[src/include/cpu_bus_cycle_monitor_regs.svh]
`ifndef CPU_BUS_CYCLE_MONITOR_REGS_SVH
`define CPU_BUS_CYCLE_MONITOR_REGS_SVH

// Register byte offsets.
`define REG_CTRL          8'h00
`define REG_STATUS        8'h04
`define REG_ADDR          8'h08
`define REG_DATA          8'h0c
`define REG_CYCLES        8'h10

// Control fields and reset values.
`define CTRL_WIDE_BIT     0
`define CTRL_IO_POL_BIT   1
`define CTRL_WIDE_RST     1'h1
`define CTRL_IO_POL_RST   1'h0

// Status register fields.
`define STAT_STATE_LO     0
`define STAT_QLEVEL_LO    4
`define STAT_LAST_BIT     8
`define STAT_SECOND_BIT   9
`define STAT_MIN_BIT      10
`define STAT_HOLD_BIT     11

// Positions inside the raw pin vector.
`define PIN_WIDTH         32
`define PIN_STATUS_HI     2
`define PIN_STATUS_LO     0
`define PIN_QS_HI         4
`define PIN_QS_LO         3
`define PIN_LOCK          5
`define PIN_RQGT0         6
`define PIN_RQGT1         7
`define PIN_AD_HI         23
`define PIN_AD_LO         8
`define PIN_A_HI          27
`define PIN_A_LO          24
`define PIN_BHE           28
`define PIN_READY         29
`define PIN_MIN_MODE      30
`define PIN_HOLD          31
// Idle pin levels: passive status, no queue op, ready high, high byte disabled.
`define PIN_RST           32'h300000e7

// Status line codes, active low lines read as a number.
`define STATUS_INTA       3'h0
`define STATUS_HALT       3'h3
`define STATUS_CODE       3'h4
`define STATUS_PASSIVE    3'h7

// Queue status codes.
`define QS_FIRST          2'h1
`define QS_FLUSH          2'h2
`define QS_NEXT           2'h3
`define QUEUE_MAX_WIDE    4'h6
`define QUEUE_MAX_NARROW  4'h4

`endif

[src/include/cpu_bus_cycle_monitor_pkg.sv]
package cpu_bus_cycle_monitor_pkg;

    typedef enum logic [2:0] {
        ST_IDLE,
        ST_T1,
        ST_T2,
        ST_T3,
        ST_WAIT,
        ST_T4
    } machine_state_e;

    typedef struct packed {
        logic [31:0]    pin_meta;
        logic [31:0]    pin_sync;
        logic [2:0]     status_prev;
        machine_state_e state;
        logic [2:0]     cycle_status;
        logic [19:0]    addr;
        logic           bhe_n;
        logic [15:0]    data;
        logic           ale;
        logic [3:0]     queue_level;
        logic           last_first;
        logic           second_last_first;
        logic           hold_ack;
        logic           wide;
        logic           io_pol;
        logic [31:0]    cycles;
        logic           ack;
        logic [31:0]    rdata;
        logic [7:0]     tgt_out;
        logic [7:0]     tgt_oe;
    } monitor_state_s;

endpackage : cpu_bus_cycle_monitor_pkg

[src/hw/cpu_bus_cycle_monitor.sv]
`timescale 1ns/1ps
`include "cpu_bus_cycle_monitor_regs.svh"

module cpu_bus_cycle_monitor (
    // Clock and reset.
    input  wire logic        clock_i,
    input  wire logic        reset_n_i,
    // Wishbone slave.
    input  wire logic        wb_cyc_i,
    input  wire logic        wb_stb_i,
    input  wire logic        wb_we_i,
    input  wire logic [7:0]  wb_adr_i,
    input  wire logic [3:0]  wb_sel_i,
    input  wire logic [31:0] wb_dat_i,
    output logic      [31:0] wb_dat_o,
    output logic             wb_ack_o,
    // Processor and target pins, asynchronous to clock_i.
    input  wire logic [31:0] proc_pins_i,
    // Target control lines, two signals per pin: value and output enable.
    output logic      [7:0]  target_system_ctl_o,
    output logic      [7:0]  target_system_ctl_oe_o,
    // Logic analyzer side.
    output logic      [19:0] analyzer_addr_o,
    output logic      [15:0] analyzer_data_o,
    output logic             high_byte_enable_n_o,
    output logic             analyzer_read_write_o,
    output logic             analyzer_mem_io_o,
    output logic             analyzer_code_fetch_o,
    output logic             analyzer_t1_o,
    output logic             analyzer_wait_o,
    output logic             analyzer_idle_o,
    output logic             analyzer_ale_o,
    output logic             analyzer_min_mode_o,
    output logic             analyzer_hold_ack_o,
    output logic      [2:0]  analyzer_state_o,
    output logic      [3:0]  queue_level_o,
    output logic             last_byte_was_first_o,
    output logic             second_last_byte_was_first_o
);

    cpu_bus_cycle_monitor_pkg::monitor_state_s r_reg;
    cpu_bus_cycle_monitor_pkg::monitor_state_s r_next;

    // A read cycle is any active code other than a write, halt or acknowledge.
    function automatic logic is_read(input logic [2:0] code);
        is_read = (code == 3'h1) || (code == 3'h5) || (code == `STATUS_CODE);
    endfunction : is_read

    function automatic logic is_write(input logic [2:0] code);
        is_write = (code == 3'h2) || (code == 3'h6);
    endfunction : is_write

    // Bytes moved by one code fetch; both banks only on a wide, even, enabled access.
    function automatic logic [3:0] fetch_bytes(input logic wide,
                                               input logic a0,
                                               input logic bhe_n);
        fetch_bytes = (wide && !a0 && !bhe_n) ? 4'h2 : 4'h1;
    endfunction : fetch_bytes

    function automatic logic data_phase(input cpu_bus_cycle_monitor_pkg::machine_state_e s);
        data_phase = (s == cpu_bus_cycle_monitor_pkg::ST_T2) ||
                     (s == cpu_bus_cycle_monitor_pkg::ST_T3) ||
                     (s == cpu_bus_cycle_monitor_pkg::ST_WAIT) ||
                     (s == cpu_bus_cycle_monitor_pkg::ST_T4);
    endfunction : data_phase

    logic [2:0]  status_now;
    logic [1:0]  queue_code;
    logic        ready_now;
    logic        min_mode;
    logic        ale_now;
    logic        take_byte;
    logic [4:0]  level_sum;
    logic [3:0]  queue_max;
    logic [3:0]  fill;
    logic        bhe_eff_n;
    logic [2:0]  code_now;
    logic        in_data;
    logic [7:0]  emu_out;
    logic [7:0]  emu_oe;
    logic        bus_write;

    always_comb begin
        r_next = r_reg;
        // Only the second synchroniser stage is ever read.
        r_next.pin_meta = proc_pins_i;
        r_next.pin_sync = r_reg.pin_meta;

        status_now = r_reg.pin_sync[`PIN_STATUS_HI:`PIN_STATUS_LO];
        queue_code = r_reg.pin_sync[`PIN_QS_HI:`PIN_QS_LO];
        ready_now  = r_reg.pin_sync[`PIN_READY];
        min_mode   = r_reg.pin_sync[`PIN_MIN_MODE];
        r_next.status_prev = status_now;

        // A change away from passive announces a cycle; it is accepted only where a
        // new cycle may legally begin, so glitches mid-cycle cannot restart the tracker.
        ale_now = (r_reg.status_prev == `STATUS_PASSIVE) &&
                  (status_now != `STATUS_PASSIVE) &&
                  ((r_reg.state == cpu_bus_cycle_monitor_pkg::ST_IDLE) ||
                   (r_reg.state == cpu_bus_cycle_monitor_pkg::ST_T4));
        r_next.ale = ale_now;

        case (r_reg.state)
            cpu_bus_cycle_monitor_pkg::ST_IDLE: begin
                if (ale_now) begin
                    r_next.state = cpu_bus_cycle_monitor_pkg::ST_T1;
                end else begin
                    r_next.state = cpu_bus_cycle_monitor_pkg::ST_IDLE;
                end
            end
            cpu_bus_cycle_monitor_pkg::ST_T1: begin
                r_next.state = cpu_bus_cycle_monitor_pkg::ST_T2;
            end
            cpu_bus_cycle_monitor_pkg::ST_T2: begin
                r_next.state = cpu_bus_cycle_monitor_pkg::ST_T3;
            end
            cpu_bus_cycle_monitor_pkg::ST_T3: begin
                if (ready_now) begin
                    r_next.state = cpu_bus_cycle_monitor_pkg::ST_T4;
                end else begin
                    r_next.state = cpu_bus_cycle_monitor_pkg::ST_WAIT;
                end
            end
            cpu_bus_cycle_monitor_pkg::ST_WAIT: begin
                if (ready_now) begin
                    r_next.state = cpu_bus_cycle_monitor_pkg::ST_T4;
                end else begin
                    r_next.state = cpu_bus_cycle_monitor_pkg::ST_WAIT;
                end
            end
            cpu_bus_cycle_monitor_pkg::ST_T4: begin
                if (ale_now) begin
                    r_next.state = cpu_bus_cycle_monitor_pkg::ST_T1;
                end else begin
                    r_next.state = cpu_bus_cycle_monitor_pkg::ST_IDLE;
                end
            end
            default: begin
                r_next.state = cpu_bus_cycle_monitor_pkg::ST_IDLE;
            end
        endcase

        // The narrow variant never uses the high byte enable.
        bhe_eff_n = r_reg.wide ? r_reg.pin_sync[`PIN_BHE] : 1'h1;

        if (ale_now) begin
            r_next.cycle_status = status_now;
            r_next.addr  = {r_reg.pin_sync[`PIN_A_HI:`PIN_A_LO],
                            r_reg.pin_sync[`PIN_AD_HI:`PIN_AD_LO]};
            r_next.bhe_n = bhe_eff_n;
            r_next.cycles = r_reg.cycles + 32'h1;
        end

        // Data is sampled in the fourth state; wide takes both lanes whatever the address, narrow the low lane only.
        if (r_reg.state == cpu_bus_cycle_monitor_pkg::ST_T4) begin
            if (r_reg.wide) begin
                r_next.data[7:0]  = r_reg.pin_sync[`PIN_AD_LO +: 8];
                r_next.data[15:8] = r_reg.pin_sync[`PIN_AD_HI -: 8];
            end else begin
                r_next.data = {8'h00, r_reg.pin_sync[`PIN_AD_LO +: 8]};
            end
        end

        // Queue follower. Fill counts only bus code fetches, so a discarded prefetch
        // still appears here until the flush code arrives.
        queue_max = r_reg.wide ? `QUEUE_MAX_WIDE : `QUEUE_MAX_NARROW;
        take_byte = (queue_code == `QS_FIRST) || (queue_code == `QS_NEXT);
        fill = 4'h0;
        if ((r_reg.state == cpu_bus_cycle_monitor_pkg::ST_T4) &&
            (r_reg.cycle_status == `STATUS_CODE)) begin
            fill = fetch_bytes(r_reg.wide, r_reg.addr[0], r_reg.bhe_n);
        end
        level_sum = {1'h0, r_reg.queue_level} + {1'h0, fill};
        if (take_byte && (level_sum != 5'h00)) begin
            level_sum = level_sum - 5'h01;
        end
        if (queue_code == `QS_FLUSH) begin
            r_next.queue_level = 4'h0;
        end else if (level_sum > {1'h0, queue_max}) begin
            r_next.queue_level = queue_max;
        end else begin
            r_next.queue_level = level_sum[3:0];
        end
        if (take_byte) begin
            r_next.second_last_first = r_reg.last_first;
            r_next.last_first = (queue_code == `QS_FIRST);
        end

        // Hold is granted only between cycles and released as soon as the target drops it.
        r_next.hold_ack = min_mode && r_reg.pin_sync[`PIN_HOLD] &&
                          (r_reg.hold_ack ||
                           (r_reg.state == cpu_bus_cycle_monitor_pkg::ST_IDLE));

        // Minimum mode emulation from the maximum mode status.
        code_now  = r_reg.cycle_status;
        in_data   = data_phase(r_next.state);
        bus_write = is_write(code_now);
        emu_out[0] = !(in_data && (code_now != `STATUS_HALT));
        emu_out[1] = code_now[1];
        emu_out[2] = code_now[2] ^ r_reg.io_pol;
        emu_out[3] = !(in_data && bus_write);
        emu_out[4] = ale_now;
        emu_out[5] = !(in_data && (code_now == `STATUS_INTA) &&
                       (r_next.state != cpu_bus_cycle_monitor_pkg::ST_T4));
        emu_out[6] = 1'h0;
        emu_out[7] = r_next.hold_ack;
        emu_oe = 8'hff;
        emu_oe[6] = 1'h0;

        for (int i = 0; i < 8; i++) begin
            if (min_mode) begin
                r_next.tgt_out[i] = emu_out[i];
                r_next.tgt_oe[i]  = emu_oe[i];
            end else begin
                r_next.tgt_out[i] = r_reg.pin_sync[i];
                r_next.tgt_oe[i]  = 1'h1;
            end
        end
        // Lines 0 to 2, 4 and 5 float during hold; line 3 stays driven.
        if (min_mode && r_next.hold_ack) begin
            r_next.tgt_oe[0] = 1'h0;
            r_next.tgt_oe[1] = 1'h0;
            r_next.tgt_oe[2] = 1'h0;
            r_next.tgt_oe[4] = 1'h0;
            r_next.tgt_oe[5] = 1'h0;
        end

        // Wishbone slave: one wait cycle, ack for every address, unmapped reads zero.
        r_next.ack = wb_cyc_i && wb_stb_i && !r_reg.ack;
        r_next.rdata = 32'h0;
        if (wb_cyc_i && wb_stb_i && !r_reg.ack) begin
            if (wb_we_i && wb_sel_i[0] && (wb_adr_i == `REG_CTRL)) begin
                r_next.wide   = wb_dat_i[`CTRL_WIDE_BIT];
                r_next.io_pol = wb_dat_i[`CTRL_IO_POL_BIT];
            end
            case (wb_adr_i)
                `REG_CTRL: begin
                    r_next.rdata[`CTRL_WIDE_BIT]   = r_reg.wide;
                    r_next.rdata[`CTRL_IO_POL_BIT] = r_reg.io_pol;
                end
                `REG_STATUS: begin
                    r_next.rdata[`STAT_STATE_LO +: 3]  = r_reg.state;
                    r_next.rdata[`STAT_QLEVEL_LO +: 4] = r_reg.queue_level;
                    r_next.rdata[`STAT_LAST_BIT]       = r_reg.last_first;
                    r_next.rdata[`STAT_SECOND_BIT]     = r_reg.second_last_first;
                    r_next.rdata[`STAT_MIN_BIT]        = min_mode;
                    r_next.rdata[`STAT_HOLD_BIT]       = r_reg.hold_ack;
                end
                `REG_ADDR: begin
                    r_next.rdata = {12'h000, r_reg.addr};
                end
                `REG_DATA: begin
                    r_next.rdata = {16'h0000, r_reg.data};
                end
                `REG_CYCLES: begin
                    r_next.rdata = r_reg.cycles;
                end
                default: begin
                    r_next.rdata = 32'h0;
                end
            endcase
        end
    end

    always_ff @(posedge clock_i or negedge reset_n_i) begin
        if (!reset_n_i) begin
            // Synchroniser stages reset to idle pin levels, so that releasing reset
            // does not look like a status change and start a false cycle.
            r_reg.pin_meta          <= `PIN_RST;
            r_reg.pin_sync          <= `PIN_RST;
            r_reg.status_prev       <= `STATUS_PASSIVE;
            r_reg.state             <= cpu_bus_cycle_monitor_pkg::ST_IDLE;
            r_reg.cycle_status      <= `STATUS_PASSIVE;
            r_reg.addr              <= 20'h00000;
            r_reg.bhe_n             <= 1'h1;
            r_reg.data              <= 16'h0000;
            r_reg.ale               <= 1'h0;
            r_reg.queue_level       <= 4'h0;
            r_reg.last_first        <= 1'h0;
            r_reg.second_last_first <= 1'h0;
            r_reg.hold_ack          <= 1'h0;
            r_reg.wide              <= `CTRL_WIDE_RST;
            r_reg.io_pol            <= `CTRL_IO_POL_RST;
            r_reg.cycles            <= 32'h0;
            r_reg.ack               <= 1'h0;
            r_reg.rdata             <= 32'h0;
            r_reg.tgt_out           <= 8'hff;
            r_reg.tgt_oe            <= 8'h00;
        end else begin
            r_reg <= r_next;
        end
    end

    assign wb_ack_o              = r_reg.ack;
    assign wb_dat_o              = r_reg.rdata;
    assign target_system_ctl_o   = r_reg.tgt_out;
    assign target_system_ctl_oe_o = r_reg.tgt_oe;

    // Analyzer outputs are bus conditions only; they do not prove execution.
    assign analyzer_addr_o       = r_reg.addr;
    assign analyzer_data_o       = r_reg.data;
    assign high_byte_enable_n_o  = r_reg.bhe_n;
    assign analyzer_read_write_o = is_read(r_reg.cycle_status);
    assign analyzer_mem_io_o     = r_reg.cycle_status[2] ^ r_reg.io_pol;
    assign analyzer_code_fetch_o = (r_reg.cycle_status == `STATUS_CODE);
    assign analyzer_t1_o         = (r_reg.state == cpu_bus_cycle_monitor_pkg::ST_T1);
    assign analyzer_wait_o       = (r_reg.state == cpu_bus_cycle_monitor_pkg::ST_WAIT);
    assign analyzer_idle_o       = (r_reg.state == cpu_bus_cycle_monitor_pkg::ST_IDLE);
    assign analyzer_ale_o        = r_reg.ale;
    assign analyzer_min_mode_o   = r_reg.pin_sync[`PIN_MIN_MODE];
    assign analyzer_hold_ack_o   = r_reg.hold_ack;
    assign analyzer_state_o      = r_reg.state;
    assign queue_level_o         = r_reg.queue_level;
    assign last_byte_was_first_o = r_reg.last_first;
    assign second_last_byte_was_first_o = r_reg.second_last_first;

endmodule : cpu_bus_cycle_monitor

[config.mk]
export PLATFORM = sky130hd
export DESIGN_NAME = cpu_bus_cycle_monitor
export DESIGN_NICKNAME = d
export VERILOG_FILES = /design/src/include/cpu_bus_cycle_monitor_pkg.sv /design/src/hw/cpu_bus_cycle_monitor.sv
export VERILOG_INCLUDE_DIRS = /design/src /design/src/include
export SDC_FILE = /design/constraint.sdc
export NUM_CORES = 1
export LEC_CHECK = 0
export BUFFER_PORTS_ARGS = -buffer_cell sky130_fd_sc_hd__buf_4
export CORE_AREA = 2 2 155 157
export CTS_BUF_LIST = sky130_fd_sc_hd__clkbuf_16
export CTS_CLUSTER_DIAMETER = 150
export DETAILED_ROUTE_END_ITERATION = 7
export DIE_AREA = 0 0 157 159
export GPL_TIMING_DRIVEN = 0
export PLACE_DENSITY_LB_ADDON = 0.15
export SYNTH_ARGS = -nofsm -noshare
export SYNTH_HDL_FRONTEND = slang
export SYNTH_SLANG_ARGS = --single-unit
[constraint.sdc]
create_clock -name clock_i -period 4.6 [get_ports clock_i]
set_input_delay 0.92 -clock clock_i [delete_from_list [all_inputs] [get_ports clock_i]]
set_output_delay 0.92 -clock clock_i [all_outputs]
set_load 0.005 [all_outputs]
== Word-level counts from Yosys, hierarchy flattened ==
Cells that the tools add are included.
Widths: inputs -> output; s select.

* Shift-type cells: 0
* Div/mod/pow operators: 0
* Equal/unequal tests: 25
* Bitwise logic cells: 1
* $mul: 0
* $add $sub $neg: 3
* Reduce and logical (&&, ||, !) cells: 39
* Multiplexer cells: 28
* Order comparisons: 1

{| class="wikitable"
|+ Operators with widths
! cell !! number
|-
| $pmux 20 s3 || 1
|-
| $add 32x1->32 const B || 1
|-
| $mux 32 || 1
|-
| $pmux 8 s4 || 1
|-
| $eq 3x3->1 const B || 8
|-
| $logic_and 1x1->1 || 17
|-
| $eq 8x4->1 const B || 2
|-
| $mux 16 || 1
|-
| $eq 3x2->1 const B || 5
|-
| $mux 1 || 12
|-
| $pmux 3 s4 || 1
|-
| $pmux 2 s5 || 1
|-
| $logic_or 1x1->1 || 9
|-
| $eq 8x3->1 const B || 1
|-
| $eq 8x5->1 const B || 1
|-
| $logic_not 8->1 || 1
|-
| $mux 2 || 4
|-
| $mux 4 || 2
|-
| $eq 3x1->1 const B || 2
|-
| $logic_not 1->1 || 6
|-
| $logic_not 3->1 || 2
|-
| $ne 3x3->1 const B || 2
|-
| $add 4x4->5 || 1
|-
| $gt 5x3->1 || 1
|-
| other kinds (12) || 14
|}

* Memory bits (writable): 0
* Bits in latches: 0
* Memory bits (read-only): 0
* Word-level logic and storage cells: 117
* Memories kept: 0
* Register bits after elaboration: 201
* Output and inout port bits: 104

== Depth between registers and ports, before layout ==
* Depth after elaboration: 13
* Mapped depth: 15

== Worst setup path before layout ==
No wires, ideal clock.

* Kind: reg-to-reg
* Start: reg r_reg, in the netlist code_now[2]
* End: reg r_reg, in the netlist queue_level_o[1]
* Slack: 891 ps
* Setup time: 128 ps
* Arrival: 3582 ps
* Clock period less this slack: 3709 ps
* Cell stages (with the launch flop): 16
* Path buffers: 0
* Cells stage by stage: dfstp_2 -> nor3b_1 -> nand4b_1 -> a21oi_1 -> ha_1 -> fa_1 -> inv_1 -> ha_1 -> or4b_1 -> o211ai_2 -> nor2_1 -> a21oi_1 -> ha_1 -> nand2_1 -> a2bb2oi_1 -> mux2_1

{| class="wikitable"
|+ RTL lines
! element !! RTL line !! text
|-
| from (decl) || cpu_bus_cycle_monitor.sv:41 || <nowiki>cpu_bus_cycle_monitor_pkg::monitor_state_s r_reg;</nowiki>
|-
| from (signal assigned) || cpu_bus_cycle_monitor.sv:290 || <nowiki>r_reg <= r_next;</nowiki>
|}

==> results.md <==
- Crit-path max FO: 7
- Synth Area per Inst: 12.5 um^2
- WL/cell: 15.9 um
- Seq/Total Area, Yosys: 0.617
- Switching Share: 0.264
- Hold Fails Final Rpt: 0
- Combinational power share: 0.236
- Die height: 159 um
- Remaining antenna violation count: 0
- Syn Nets: 726
- Max FFs per register: 63
- Clock share of power: 0.313
- CTS buffer count: 17
- Maximum number of pins on one net before global-route repair: 114
- Initial antenna violation count: 0
- N_diodes: 0
- I/O pin cnt: 185
- Clock Skew: 10.3 ps
- Setup WS pre-CTS: 365 ps
- Fin area: 10,200 um^2
- Final setup fails: 0
- WHS: 349 ps
- GRT overflow: 0
- Resize count post-CTS: 0
- CORE AREA: 23,200 um^2
- Total GRT Usage: 0.152
- PortBufs: 151
- Crit path DAT: 4550 ps
- CP cell instances: nor3b_1 -> nand4b_1 -> a21oi_1 -> ha_1 -> fa_1 -> inv_1 -> ha_1 -> or4b_1 -> o211ai_2 -> nor2_1 -> a21oi_1 -> ha_1 -> nand2_1 -> a2bb2oi_1 -> mux2_1
- Die Width: 157 um
- # nets final: 897
- Max_slew headroom: 0.477
- Sequential share of power: 0.451
- Critical Path Most Common Cell: ha_1
- Asr flop ratio synth: 1.00
- Least-Margin Pin Slew: 782 ps
- TritonRoute pass-1 iters: 7
- Sink Count: 196
- Largest stage delay on the critical path: 590 ps
- Final wirelength: 18,100 um
- Yosys warns: 0
- Unrepaired setup endpoints after global routing: no
- Pins Over Slew Limit: 0
- Clock Tree Root: clkbuf_16
- Die area: 25,000 um^2
- PD cells: 472 nW/um^2
- F_max: 0.236 GHz
- Drt via density: 4.56
- Hold WC Path Type: reg -> reg
- Dpl cell area: 9580 um^2
- CTS tree: done
- Synth Register Bits: 196
- EDFF count, synth: 0
- R2r worst-path depth: 15
- H-tree levels: 4
- CP Launch Type: flop
- Crit Path Class: reg -> reg
- Post-Synthesis Cells: 639
- Vias in the first global route: 5,415
- Maximum VDD drop: 241 uV
- HPWL Detailed: 13,200 um
- CTS clock-pin slew for the worst setup and hold paths: 70 ps
- Final setup margin: 360 ps
- Crit path required time: 4910 ps
- Crit. End Element: flop
- Max-cap violations: 0
- Post-CTS Hold Buffers: 0
- Worst path slowest cell: dfstp_2
- Synth Flop Type: dfrtp_1
- Synth cell types: 59
- DR iter-0 viols: 333
- Internal Power: 3550 uW
- Sw Pwr: 1270 uW
- # Post-CTS Setup Buffers: 0
- Hold Path Depth: 0
- Cell Area, Synth: 8010 um^2
- Fin crit share: 0.922
- Outcome: completed
- Post-route setup TNS: 0 ps
- Clock Path Buffers: 2
- Routed vias: 5,206
- Worst-skew pair later-pin latency: 430 ps
- First-pass GRT wire length: 29,100 um
- Final GP Congestion: 0.797
- Share of cells above drive strength 1: 0.441
- Final min period: 4240 ps
- DR DRC count: 0
- # rows: 56
- Pleak: 0.00490 uW
- Starting Density: 0.345
- Syn-to-layout area delta: 27.3%
per-layer routing:
metal | vias up | global-route usage | part of all wire
met5 | - | 0 | 0
met4 | 0 | 0.0467 | 0.018
met3 | 21 | 0.0406 | 0.057
met2 | 157 | 0.242 | 0.48
met1 | 2586 | 0.203 | 0.45
li1 | 2442 | - | -
critical path: cells and delay by family (launching register included):
kind                     cells  cell delay [ps]
AND/OR/NAND/NOR              5             1230
flip-flops                   1              590
AO/OA/AOI/OAI                4              660
adder cells (fa/ha/maj)      4             1220
multiplexers                 1              330
buffers and inverters        1               80
kinds of logic after synthesis:
group	share of synthesized area
mux	0.0519
simple gates	0.112
xor+xnor	0.0404
buf+inv	0.104
fa+ha+maj	0.0103
flops	0.617
other cells	0.000937
compound gates	0.0631
power groups by stage:
stage | sequential, uW | clock [uW] | combinational (uW)
floorplan | 2130 | 0 | 651
global placement | 2200 | 0 | 1130
detailed placement | 2210 | 0 | 1150
CTS | 2180 | 1550 | 1160
global route | 2210 | 1640 | 1240
finish | 2170 | 1510 | 1130
through the flow:
stage,total power [uW],std cells,utilization
after CTS,4890,1142,0.440
after detailed placement,3360,1110,0.413
final,4810,1142,0.440
after global routing,5100,1142,0.440
after global placement,3330,1109,0.412
after floorplan,2780,639,-
layout by cell type, fill, tap and decap left out, drive strengths merged, types with 2 or more instances in the layout:
| cell | instances |
|---|---|
| buf | 258 |
| dfrtp | 164 |
| nand2 | 49 |
| nor2 | 41 |
| mux2 | 36 |
| dfstp | 32 |
| clkbuf | 30 |
| xnor2 | 23 |
| and3 | 18 |
| a21oi | 16 |
| a222oi | 16 |
| xor2 | 14 |
| nand3 | 13 |
| inv | 13 |
| o21ai | 10 |
| nand4 | 7 |
| nor2b | 6 |
| a22oi | 6 |
| nor3b | 6 |
| nor3 | 6 |
| clkinv | 6 |
| ha | 5 |
| o22a | 4 |
| a21o | 3 |
| nand4b | 3 |
| and4 | 3 |
| o211ai | 3 |
| or3 | 3 |
| nand2b | 2 |
| or2 | 2 |
| nor4 | 2 |
| and2 | 2 |
| conb | 2 |
cells in the mapped netlist, types with 4 or more instances:
library cell | number | area share
a22oi_1 | 6 | 0.0056
and3_1 | 18 | 0.014
dfrtp_1 | 164 | 0.51
clkbuf_1 | 9 | 0.0042
inv_1 | 10 | 0.0047
a21oi_1 | 16 | 0.010
dfstp_2 | 32 | 0.10
buf_4 | 94 | 0.088
o22a_1 | 4 | 0.0044
nor3_1 | 4 | 0.0025
nor2_1 | 38 | 0.018
mux2_2 | 33 | 0.046
ha_1 | 5 | 0.0078
xor2_1 | 14 | 0.015
nor3b_1 | 5 | 0.0047
o21ai_0 | 9 | 0.0056
nor2b_1 | 6 | 0.0047
nand4_1 | 6 | 0.0047
nand2_1 | 49 | 0.023
xnor2_1 | 23 | 0.025
a222oi_1 | 16 | 0.020
nand3_1 | 13 | 0.0081
buf_2 | 12 | 0.0075
final timing paths:
kind	start	end	slack (ps)
max	code_now[2]	queue_level_o[1]	360
min	r_next[155]	r_reg[155]	350
max reg2reg	code_now[2]	queue_level_o[1]	360
min reg2reg	r_next[155]	r_reg[155]	350
max in group asynchronous	reset_n_i	r_reg[57]	3180
min in group asynchronous	reset_n_i	r_reg[161]	470
final cells by class:
cell class / count / area [um^2]
inverter: 10 / 37.5
multi-input combinational: 318 / 2230
sequential: 196 / 4940
clock inverter: 11 / 90.1
clock buffer: 21 / 526
fill: 2211 / 13000
tap: 319 / 399
timing repair buffer: 152 / 1170
buffer: 115 / 800
No activity file was read; power rests on OpenSTA's default activity.
